`config.mk`:
```
export PLATFORM = sky130hd
export DESIGN_NAME = rsmd_ctrl
export DESIGN_NICKNAME = d
export VERILOG_FILES = /design/src/design/rsmd_pkg.sv /design/src/design/rsmd_rx_filter.sv /design/src/design/rsmd_ctrl.sv
export SDC_FILE = /design/constraint.sdc
export NUM_CORES = 1
export LEC_CHECK = 0
export BUFFER_PORTS_ARGS = -buffer_cell sky130_fd_sc_hd__buf_2
export CORE_AREA = 10 10 56 58
export DETAILED_ROUTE_END_ITERATION = 10
export DIE_AREA = 0 0 66 68
export GPL_TIMING_DRIVEN = 0
export PLACE_DENSITY_LB_ADDON = 0.3
export RECOVER_POWER = 50
export SLEW_MARGIN = 30
export SYNTH_ARGS = -nofsm -noshare
export SYNTH_HDL_FRONTEND = slang
export SYNTH_SLANG_ARGS = --single-unit
```
`constraint.sdc`:
```
create_clock -name mclk_in -period 1.5 [get_ports mclk_in]
set_input_delay 0.15 -clock mclk_in [delete_from_list [all_inputs] [get_ports mclk_in]]
set_output_delay 0.15 -clock mclk_in [all_outputs]
set_load 0.1 [all_outputs]
```
`src/design/rsmd_pkg.sv`:
```
package rsmd_pkg;
   // ---------------------------------------------------------------
   // control bit positions
   // ---------------------------------------------------------------
   localparam int MCTL_RTS_POS     = 1;
   localparam int XFC_NINE_BIT_POS = 0;
   localparam int XFC_AUTO_DIR_POS = 4;
   localparam int XFC_RTS_INV_POS  = 5;
   localparam int ENH_SPECIAL_POS  = 5;
   localparam int IEN_LINE_POS     = 2;
   localparam int STAT_PERR_POS    = 2;
   // ---------------------------------------------------------------
   // reset values
   // ---------------------------------------------------------------
   localparam logic RTS_IDLE_LEVEL = 1'h1;
   localparam logic RX_EN_RESET    = 1'h0;
   // ---------------------------------------------------------------
   // receive filter decision
   // ---------------------------------------------------------------
   typedef enum logic [1:0] {RSMD_DROP, RSMD_STORE, RSMD_STORE_ADDR} rsmd_act_e;
endpackage : rsmd_pkg

```
`src/design/rsmd_rx_filter.sv`:
```
module rsmd_rx_filter
   import rsmd_pkg::*;
(
   input  wire logic       nine_bit_in,   // multidrop mode on
   input  wire logic       special_in,    // auto address match on
   input  wire logic       rx_en_in,      // receiver enabled now
   input  wire logic       parity_in,     // received ninth bit
   input  wire logic [7:0] char_in,       // received character
   input  wire logic [7:0] match_in,      // address match character
   output rsmd_act_e       act_out,       // what to do with the character
   output logic            rx_en_nxt_out  // receiver enable afterwards
);
   always_comb begin
      act_out       = rx_en_in ? RSMD_STORE : RSMD_DROP;
      rx_en_nxt_out = rx_en_in;
      if (!nine_bit_in) begin
         act_out = RSMD_STORE;
      end else if (parity_in) begin
         if (!special_in) begin
            act_out = RSMD_STORE_ADDR;
         end else if (char_in == match_in) begin
            act_out       = RSMD_STORE_ADDR;
            rx_en_nxt_out = 1'h1;
         end else begin
            act_out       = RSMD_DROP;
            rx_en_nxt_out = 1'h0;
         end
      end else if (special_in && !rx_en_in) begin
         act_out = RSMD_DROP;
      end
   end
endmodule // rsmd_rx_filter

```
`src/design/rsmd_ctrl.sv`:
```
module rsmd_ctrl
   import rsmd_pkg::*;
(
   input  wire logic       mclk_in,        // 100 MHz clock
   input  wire logic       resetn_in,      // async reset, active low
   input  wire logic       ce_in,          // clock enable
   input  wire logic [7:0] modem_control_reg_in,         // modem control
   input  wire logic [7:0] extra_feature_control_reg_in, // extra feature control
   input  wire logic [7:0] enhanced_feature_reg_in,      // enhanced feature
   input  wire logic [7:0] interrupt_enable_reg_in,      // interrupt enable
   input  wire logic [7:0] address_match_char_in,        // address match char
   input  wire logic       hw_flow_en_in,  // hardware flow control on
   input  wire logic       flow_rts_in,    // rts level from flow control
   input  wire logic       tx_fifo_wr_in,  // host wrote transmit fifo
   input  wire logic       tx_fifo_empty_in,  // transmit fifo empty
   input  wire logic       tx_shift_empty_in, // shift register empty after stop
   input  wire logic       rx_valid_in,    // character received, one pulse
   input  wire logic [7:0] rx_char_in,     // received character
   input  wire logic       rx_parity_in,   // received ninth bit
   input  wire logic       rx_perr_in,     // normal parity error
   input  wire logic       rx_en_set_in,   // controller enables receiver
   input  wire logic       rx_en_clr_in,   // controller disables receiver
   output logic            rts_n_out,      // rts pin
   output logic            rx_en_out,      // receiver enable state
   output logic            rxf_wr_out,     // push into receive fifo
   output logic [7:0]      rxf_data_out,   // data for receive fifo
   output logic            rxf_perr_out,   // parity error position bit
   output logic            line_irq_out    // line status interrupt pulse
);
   // ---------------------------------------------------------------
   // direction control
   // ---------------------------------------------------------------
   logic auto_dir;
   logic invert;
   logic pending_r;
   logic pending_nxt;
   logic tx_done;

   assign auto_dir = extra_feature_control_reg_in[XFC_AUTO_DIR_POS];
   assign invert   = extra_feature_control_reg_in[XFC_RTS_INV_POS];
   assign tx_done  = tx_fifo_empty_in && tx_shift_empty_in;

   // a write in the same cycle as done keeps the line driven
   always_comb begin
      pending_nxt = pending_r;
      if (tx_fifo_wr_in) begin
         pending_nxt = 1'h1;
      end else if (tx_done) begin
         pending_nxt = 1'h0;
      end
   end

   always_ff @(posedge mclk_in or negedge resetn_in) begin
      if (!resetn_in) begin
         pending_r <= 1'h0;
      end else if (ce_in) begin
         pending_r <= pending_nxt;
      end
   end

   always_ff @(posedge mclk_in or negedge resetn_in) begin
      if (!resetn_in) begin
         rts_n_out <= RTS_IDLE_LEVEL;
      end else if (ce_in) begin
         // next-state view lets the driver turn on in the same edge as the write
         if (auto_dir) begin
            rts_n_out <= invert ? pending_nxt : !pending_nxt;
         end else if (hw_flow_en_in) begin
            rts_n_out <= flow_rts_in;
         end else begin
            rts_n_out <= !modem_control_reg_in[MCTL_RTS_POS];
         end
      end
   end

   // ---------------------------------------------------------------
   // multidrop receive filter
   // ---------------------------------------------------------------
   rsmd_act_e act;
   logic      rx_en_filt;
   logic      nine_bit;
   logic      special;

   assign nine_bit = extra_feature_control_reg_in[XFC_NINE_BIT_POS];
   assign special  = enhanced_feature_reg_in[ENH_SPECIAL_POS];

   // one place decides whether a stored character carries the error flag
   function automatic logic perr_flag(input rsmd_act_e act_i, input logic perr_i);
      return (act_i == RSMD_STORE_ADDR) || perr_i;
   endfunction

   rsmd_rx_filter u_filt (
      .nine_bit_in   (nine_bit),
      .special_in    (special),
      .rx_en_in      (rx_en_out),
      .parity_in     (rx_parity_in),
      .char_in       (rx_char_in),
      .match_in      (address_match_char_in),
      .act_out       (act),
      .rx_en_nxt_out (rx_en_filt)
   );

   // hardware decisions on a received character win over the controller
   always_ff @(posedge mclk_in or negedge resetn_in) begin
      if (!resetn_in) begin
         rx_en_out <= RX_EN_RESET;
      end else if (ce_in) begin
         if (rx_valid_in && nine_bit) begin
            rx_en_out <= rx_en_filt;
         end else if (rx_en_set_in) begin
            rx_en_out <= 1'h1;
         end else if (rx_en_clr_in) begin
            rx_en_out <= 1'h0;
         end
      end
   end

   always_ff @(posedge mclk_in or negedge resetn_in) begin
      if (!resetn_in) begin
         rxf_wr_out   <= 1'h0;
         rxf_data_out <= 8'h00;
         rxf_perr_out <= 1'h0;
         line_irq_out <= 1'h0;
      end else if (ce_in) begin
         rxf_wr_out   <= rx_valid_in && (act != RSMD_DROP);
         rxf_data_out <= rx_char_in;
         rxf_perr_out <= perr_flag(act, rx_perr_in);
         // dropped characters never interrupt, even with a line error on them
         line_irq_out <= rx_valid_in && interrupt_enable_reg_in[IEN_LINE_POS]
                         && (act != RSMD_DROP) && perr_flag(act, rx_perr_in);
      end
   end
endmodule // rsmd_ctrl

```
Yosys cells after proc, flatten, opt, wreduce, memory -nomap -nowiden
Cells that the tools add are included.

Output and inout port bits: 13. Bits in registers: 14. Logic and storage cells: 44.

Equality and inequality tests: 5. Muxes and demuxes: 18. Reduce and logical (&&, ||, !) cells: 14.

Operators by type and width (count): 2-to-1 mux 1 bit (13); 2-to-1 mux 2 bit (5); equality test 8 bit (1); logical AND 1 bit (7); inequality test 2 bit, second input constant (3); AND reduction 5 bit (1); zero test 1 bit (3); nonzero test 3 bit (1); equality test 2 bit, second input constant (1); nonzero test 2 bit (1); logical OR 1 bit (1).

Logic depth before layout (Yosys ltp)
Gate-level depths: netlist of run 1.

Word-level depth: 8. Gate-level depth with buffers: 4. Gate-level depth less buffers: 4.

Cells and area by module
Synthesis of run 1 repeated with hierarchy kept, for this count alone.

Cell total of the unflattened synthesis: 68. Area, all modules: 757.0 µm².

By module, submodules not included: rsmd_ctrl (cells an instance 51, times used 1, area an instance 638.1 µm²); rsmd_rx_filter (cells an instance 17, times used 1, area an instance 118.9 µm²).

Least setup slack after synthesis of run 1
No wires, ideal clock.

Path type: reg-to-reg. From: register rx_en_out. To: register line_irq_out. Buffers on the path: 0. Cell stages (with the launch flop): 5. Data arrival time: 1.507 ns. Data required time: 1.401 ns. Slack: -0.106 ns. Period minus slack after synthesis: 1.606 ns. Cells stage by stage: dfrtp_1 -> nand2b_1 -> a21oi_1 -> nor2_1 -> a311oi_1.

Cells in the longest elaborated chain, start to end: 8. Elaborated cells between the ends (all ways): 11. Classes of those cells: eq/ne (1); mux (4); reduce/logical (6).

Ends and longest elaborated chain: start, declared (RTL line rsmd_ctrl.sv:24) `output logic rx_en_out,`; start signal, assigned (RTL line rsmd_ctrl.sv:109) `rx_en_out <= rx_en_filt;`; zero test 1 bit (RTL line rsmd_rx_filter.sv:28) `end else if (special_in && !rx_en_in) begin`; logical AND 1 bit (RTL line rsmd_rx_filter.sv:28); 2-to-1 mux 2 bit * (RTL line rsmd_rx_filter.sv:28); 2-to-1 mux 2 bit * (RTL line rsmd_rx_filter.sv:18) `end else if (parity_in) begin`; 2-to-1 mux 2 bit * (RTL line rsmd_rx_filter.sv:16) `if (!nine_bit_in) begin`; equality test 2 bit or nonzero test 2 bit (tied branches) (RTL line rsmd_ctrl.sv:89, rsmd_ctrl.sv:130); logical OR 1 bit or logical AND 1 bit (tied branches) (RTL line rsmd_ctrl.sv:89, rsmd_ctrl.sv:130); logical AND 1 bit * (RTL line rsmd_ctrl.sv:130) `&& (act != RSMD_DROP) && perr_flag(act, rx_perr_in);`; end signal, assigned (RTL line rsmd_ctrl.sv:129) `line_irq_out <= rx_valid_in && interrupt_enable_reg_in[IEN_LINE_POS]`; end, declared (RTL line rsmd_ctrl.sv:28) `output logic line_irq_out`.

Every way passes the cells marked *; elsewhere a longest branch is shown, timed or not. A chain may end at the register's enable or synchronous reset.

Worst setup path after layout of run 1
From: register rts_n_out. To: output rts_n_out.

RTL lines: start, declared (RTL line rsmd_ctrl.sv:23) `output logic rts_n_out,`; start signal, assigned (RTL line rsmd_ctrl.sv:67) `rts_n_out <= invert ? pending_nxt : !pending_nxt;`; start signal, assigned (RTL line rsmd_ctrl.sv:69) `rts_n_out <= flow_rts_in;`; start signal, assigned (RTL line rsmd_ctrl.sv:71) `rts_n_out <= !modem_control_reg_in[MCTL_RTS_POS];`.

No word-level cell between the ends.

==> results of run 1 <==
## layout by cell type (no fill, tap or decap), drive strengths merged
master	instances
and3	1
a21oi	6
dlygate4sd3	1
a311oi	1
a31o	1
nand2b	2
o211ai	1
nor2b	2
dfstp	1
o221ai	1
xnor2	1
buf	48
and2	1
clkbuf	5
xor2	8
a211oi	1
a41oi	1
o21ai	1
o31ai	1
nor4	2
inv	2
a31oi	2
or2	1
nand2	6
dfrtp	13
mux2	8
nand3b	1
nor2	4
a211o	1
## per-stage QoR
step | total power, mW | setup slack, ps
after floorplan | 0.818 | 73.1
after global placement | 0.935 | 210
after detailed placement | 0.941 | 219
after CTS | 1.21 | 116
after global routing | 1.26 | 87.1
final | 1.19 | 134
## area by class of cell
type | instances | share of cell area, %
multi-input cells | 54 | 36.6
flip-flops and latches | 14 | 32.7
repair buffers | 48 | 22.5
clock buffers | 4 | 3.35
well taps | 28 | 3.23
plain buffers | 2 | 0.924
inverters | 2 | 0.693
## worst min path at each step
stage | startpoint | end | cells after the start
2_1_floorplan | resetn_in | line_irq_out$_DFFE_PN0P_ | 0
3_3_place_gp | resetn_in | rxf_data_out[5]$_DFFE_PN0P_ | 1
3_5_place_dp | resetn_in | rxf_data_out[3]$_DFFE_PN0P_ | 1
4_1_cts | enhanced_feature_reg_in[5] | rxf_perr_out$_DFFE_PN0P_ | 2
5_1_grt | enhanced_feature_reg_in[5] | line_irq_out$_DFFE_PN0P_ | 2
6_report | enhanced_feature_reg_in[5] | line_irq_out$_DFFE_PN0P_ | 2
## layer usage
| layer | track usage [%] | vias up | wire [µm] |
|---|---|---|---|
| met5 | 0 | - | 0 |
| met4 | 3.93 | 0 | 14 |
| met3 | 4.08 | 2 | 202 |
| met2 | 14.4 | 28 | 986 |
| met1 | 10.1 | 338 | 838 |
| li1 | - | 367 | - |
## flip-flops by register name, summed over array words and instances (netlist names)
register      cells
line_irq_out      1
pending_r         1
rts_n_out         1
rx_en_out         1
rxf_data_out      8
rxf_perr_out      1
rxf_wr_out        1
## kinds of logic after synthesis
kind of cell | share of synthesized area [%]
XOR/XNOR | 10.3
AO/OA/AOI/OAI | 14.9
multiplexers | 11.8
flip-flops | 45.9
buffers and inverters | 2.29
AND/OR/NAND/NOR | 14.9
## power by group through the flow
stage | Combinational, mW | Clock, mW | Sequential, mW
detailed placement | 0.495 | 0 | 0.447
CTS | 0.497 | 0.275 | 0.440
finish | 0.491 | 0.259 | 0.439
global route | 0.519 | 0.294 | 0.445
global placement | 0.490 | 0 | 0.445
floorplan | 0.0985 | 0 | 0.719
==> impl_metrics.py, run 1 <==
metrics = {
    "timing": {
        "tightest_slew_ps": 754,
        "holdWs_ps": 102,
        "setup_violations": 0,
        "relSlewSlack_pct": 49.7,
        "fin_crit_ps": 1370,
        "fmax_mhz": 732,
        "setup_tns_ps": 0,
        "period_share_pct": 91.1,
        "grt_setup_unrepaired": "false",
        "clock-skew-final_ps": 3.90,
        "drv_slew": 0,
        "finalHoldViolCount": 0,
    },
    "placed_design": {
        "gp_congestion": 0.758,
        "port_buffers": 47,
        "hpwlAfterDp_um": 1740,
        "numPlacedInstances": 147,
        "dpl_cell_area_um2": 1040,
    },
    "floorplanning": {
        "rows": 17,
        "ios": 74,
        "die_x_um": 66,
        "coreArea_um2": 2110,
        "start_util_pct": 36.4,
        "die_height_um": 68,
        "die_area_um2": 4490,
    },
    "drt": {
        "dr_total_vias": 735,
        "viasPerCell": 4.84,
        "wl_per_cell_um": 13.4,
        "drt_pass1_iterations": 4,
        "drt-total-wl_um": 2040,
        "drt.antenna.violating_nets": 0,
        "drt_iter0_drc": 27,
        "drc": 0,
    },
    "synthesis": {
        "syn_inst": 72,
        "syn_area_per_cell_um2": 10.6,
        "synth_seq_cells": 14,
        "netlist.top_cell.by_area": "dfrtp_1",
        "async_flop_share_pct": 100,
        "yosysWarnings": 0,
        "synth_edf_count": 0,
        "synth_flop_cell": "dfrtp_1",
        "synth_top_area_share_pct": 42.5,
        "synth_seq_area_share_pct": 45.9,
        "yosysMostFrequentCell": "dfrtp_1",
        "netlist_top_cells_area": "dfrtp_1 (42%), mux2_2 (12%), xor2_1 (9.2%)",
        "synth.distinct_cells": 27,
        "synthTopCellsByCount": "dfrtp_1 (13), mux2_2 (8), xor2_1 (8), a21oi_1 (6), nand2_1 (6)",
        "syn-num-nets": 133,
        "syn_area_um2": 766,
    },
    "grt": {
        "antenna_found_initial": 0,
        "grt_max_degree": 15,
        "grt.total_usage_pct": 8.97,
        "grt_pass1_wl_um": 3170,
        "grt_pass1_vias": 734,
        "grt-ovfl-total": 0,
    },
    "cts": {
        "cts_tree": "done",
        "cts_sinks": 14,
        "cts_hold_buffers": 1,
        "post_cts_resized": 0,
        "clk_latency_ps": 270,
        "h-tree-depth": 1,
        "numCtsBuffers": 3,
        "post_cts_buffers": 0,
        "cts_root_buf": "clkbuf_4",
        "cts_buffer_depth": 2,
        "clk_pin_slew_ps": 80,
    },
    "final_layout": {
        "layout-drive-gt1-share_pct": 54.0,
        "seq_area_um2": 354,
        "finish.utilization_pct": 51.5,
        "syn_to_final_growth_pct": 41.5,
        "fin_nets": 186,
        "nFillCells": 210,
        "stdcell_count": 152,
        "design_area_um2": 1080,
        "multi_input_area_um2": 397,
        "insertedDiodeCount": 0,
    },
    "setup_path": {
        "r2r_start": "rx_en_out$_DFFE_PN0P_",
        "worstSetupPathDepth": 1,
        "rrSetupSlack_ps": 400,
        "start_kind": "flop",
        "endpoint_kind": "primary output",
        "worstRegToRegCells": 4,
        "cp_top_family": "flip-flops",
        "crit_start": "rts_n_out$_DFFE_PN1P_",
        "path_cells": "buf_2",
        "critPathMaxStageDelay_ps": 530,
        "crit_fanout": 2,
        "cp_slowest_cell": "dfstp_2",
        "crit_path_end": "rts_n_out",
        "critPathBufInv": 1,
        "path_class": "flop to primary output",
        "r2r_end": "line_irq_out$_DFFE_PN0P_",
        "cp.arrival_ps": 1220,
        "cp_data_required_time_ps": 1350,
    },
    "min_path": {
        "hp-class": "input pin to flop",
    },
    "power_and_ir_drop": {
        "ir_drop_uv": 665,
        "power_frac_clock_pct": 21.7,
        "p_int_mw": 0.685,
        "combPwrFrac_pct": 41.3,
        "power.density_nw_per_um2": 1100,
        "p_switching_mw": 0.504,
        "power_frac_seq_pct": 36.9,
        "p_leak_nw": 0.523,
        "swShare_pct": 42.4,
    },
    "outcome": {
        "status": "complete, no violations",
    },
    "flow_run": {
        "max-cap-violations": 0,
    },
}
Power figures use the tool's default switching activity.
==> run 2: changes to the inputs <==
--- a/config.mk
+++ b/config.mk
@@ -6,9 +6,10 @@
 export NUM_CORES = 1
 export LEC_CHECK = 0
 export BUFFER_PORTS_ARGS = -buffer_cell sky130_fd_sc_hd__buf_2
-export CORE_AREA = 10 10 56 58
+export CORE_AREA = 10 10 55 57
+export CTS_BUF_LIST = sky130_fd_sc_hd__clkbuf_8
 export DETAILED_ROUTE_END_ITERATION = 10
-export DIE_AREA = 0 0 66 68
+export DIE_AREA = 0 0 65 67
 export GPL_TIMING_DRIVEN = 0
 export PLACE_DENSITY_LB_ADDON = 0.3
 export RECOVER_POWER = 50
==> run 2 against run 1 <==
Effect of this change:
- sequential power is essentially flat
- critical path type unchanged
- clock power grew 39%
- sequential share of layout area shrank 0.52 points
- clock skew shrank 3.3 ps
- maximum frequency grew 2.5%
- combinational power is essentially flat
- die area shrank 3.0%
- clock-buffer cell count is the same
==> impl_metrics.py, run 2 (synthesized netlist as in run 1, its figures left out) <==
metrics = {
    "outcome": {
        "status": "complete, no violations",
    },
    "final_layout": {
        "largest_reg_flops": 8,
        "syn_to_final_growth_pct": 43.8,
        "finish.utilization_pct": 56.7,
        "layout_common_cells": "buf_2 (48), dfrtp_1 (11), mux2_2 (8), xor2_1 (8)",
        "layout-drive-gt1-share_pct": 54.0,
        "fin_nets": 186,
        "insertedDiodeCount": 0,
        "nFillCells": 192,
        "final_common_cell": "buf_2",
        "largest_register": "rxf_data_out",
        "design_area_um2": 1100,
    },
    "floorplanning": {
        "die_height_um": 67,
        "die_area_um2": 4360,
        "coreArea_um2": 1940,
        "ios": 74,
        "die_x_um": 65,
        "rows": 16,
        "start_util_pct": 39.4,
    },
    "timing": {
        "relSlewSlack_pct": 48.3,
        "tightest_slew_ps": 775,
        "setup_tns_ps": 0,
        "finalHoldViolCount": 0,
        "setup_violations": 0,
        "clock-skew-final_ps": 0.565,
        "grt_setup_unrepaired": "false",
        "fmax_mhz": 750,
        "fin_ws_ps": 167,
        "drv_slew": 0,
        "fin_crit_ps": 1330,
        "period_share_pct": 88.9,
    },
    "drt": {
        "wl_per_cell_um": 14.5,
        "dr_total_vias": 731,
        "drt_iter0_drc": 7,
        "drc": 0,
        "drt_pass1_iterations": 4,
        "drt-total-wl_um": 2190,
        "drt.antenna.violating_nets": 0,
        "viasPerCell": 4.84,
    },
    "setup_path": {
        "crit_fanout": 2,
        "cp.arrival_ps": 1180,
        "path_class": "flop to primary output",
        "cp_top_family": "flip-flops",
        "critPathBufInv": 1,
        "path_cells": "buf_2",
        "cp_data_required_time_ps": 1350,
        "critPathMaxStageDelay_ps": 520,
        "cp_slowest_cell": "dfstp_2",
        "endpoint_kind": "primary output",
        "start_kind": "flop",
    },
    "cts": {
        "cts_sinks": 14,
        "cts_root_buf": "clkbuf_8",
        "h-tree-depth": 1,
        "numCtsBuffers": 3,
        "cts_tree": "done",
        "clk_latency_ps": 240,
        "clk_pin_slew_ps": 60,
        "post_cts_buffers": 0,
        "cts_buffer_depth": 2,
    },
    "grt": {
        "grt.total_usage_pct": 10.1,
        "grt_pass1_wl_um": 3510,
        "grt_max_degree": 15,
        "grt-ovfl-total": 0,
        "antenna_found_initial": 0,
        "grt_pass1_vias": 848,
    },
    "placed_design": {
        "dp_slack_ps": 225,
        "dpl_cell_area_um2": 1040,
        "hpwlAfterDp_um": 1850,
        "port_buffers": 47,
        "gp_congestion": 0.829,
    },
    "power_and_ir_drop": {
        "power.density_nw_per_um2": 1180,
        "ir_drop_uv": 615,
        "p_leak_nw": 0.530,
    },
    "flow_run": {
        "max-cap-violations": 0,
    },
    "min_path": {
        "hp-class": "input pin to flop",
    },
}
## run 2: cell types whose count changed in the layout (fill, tap and decap cells not counted)
cell | previous run | this run
clkbuf_8 | 1 | 4
clkbuf_4 | 3 | 0
## run 2: area by class of cell
| cell class | instances | area (µm²) | share of cell area (%) |
|---|---|---|---|
| tap | 27 | 33.8 | 3.07 |
| multi-input combinational | 54 | 397 | 36.0 |
| clock buffer | 4 | 55.1 | 5.00 |
| sequential | 14 | 354 | 32.2 |
| timing repair buffer | 48 | 244 | 22.2 |
| inverter | 2 | 7.51 | 0.682 |
| buffer | 2 | 10.0 | 0.909 |
## run 2: worst reg2reg max path, cell delays in order, from the launching register on
cell and delay, ps:
dfrtp_2 420, or2_2 300, a31oi_1 170, a21oi_1 60
## run 2: report_power, final
part           leakage (nW)  internal, mW  switching (mW)
logic                 0.341         0.118           0.376
registers             0.160         0.421          0.0208
clock network        0.0288         0.232           0.128
## run 2: metrics by stage
step                      total power [mW]  cells  hold slack, ps
after detailed placement             0.945    146            65.8
after floorplan                      0.818     72            -146
after global routing                  1.36    151             133
after CTS                             1.31    151             127
final                                 1.30    151             131
after global placement               0.935    146            61.0
## run 2: what timing repair did
action,CTS,global route
hold buffers,1,0
hold endpoints to repair,13,0
gates resized for setup,0,0
## run 2: path summary, 6_finish.rpt
check                                             from                     endpoint  slack, ps  depth (start not counted)
max reg2reg                      rx_en_out$_DFFE_PN0P_       rxf_wr_out$_DFFE_PN0P_        430                          3
max                              rts_n_out$_DFFE_PN1P_                    rts_n_out        170                          1
max in group asynchronous                    resetn_in     line_irq_out$_DFFE_PN0P_        450                          2
min reg2reg                rxf_data_out[0]$_DFFE_PN0P_  rxf_data_out[0]$_DFFE_PN0P_        500                          1
min in group asynchronous                    resetn_in  rxf_data_out[5]$_DFFE_PN0P_        520                          2
min                         enhanced_feature_reg_in[5]     line_irq_out$_DFFE_PN0P_        130                          2
## run 2: metal layers
metal / vias up / track usage (%) / share of wire, %
li1: 363 / - / -
met1: 336 / 10.3 / 42
met2: 28 / 17.6 / 50
met3: 4 / 4.18 / 6.9
met4: 0 / 5.35 / 1.1
met5: - / 0 / 0
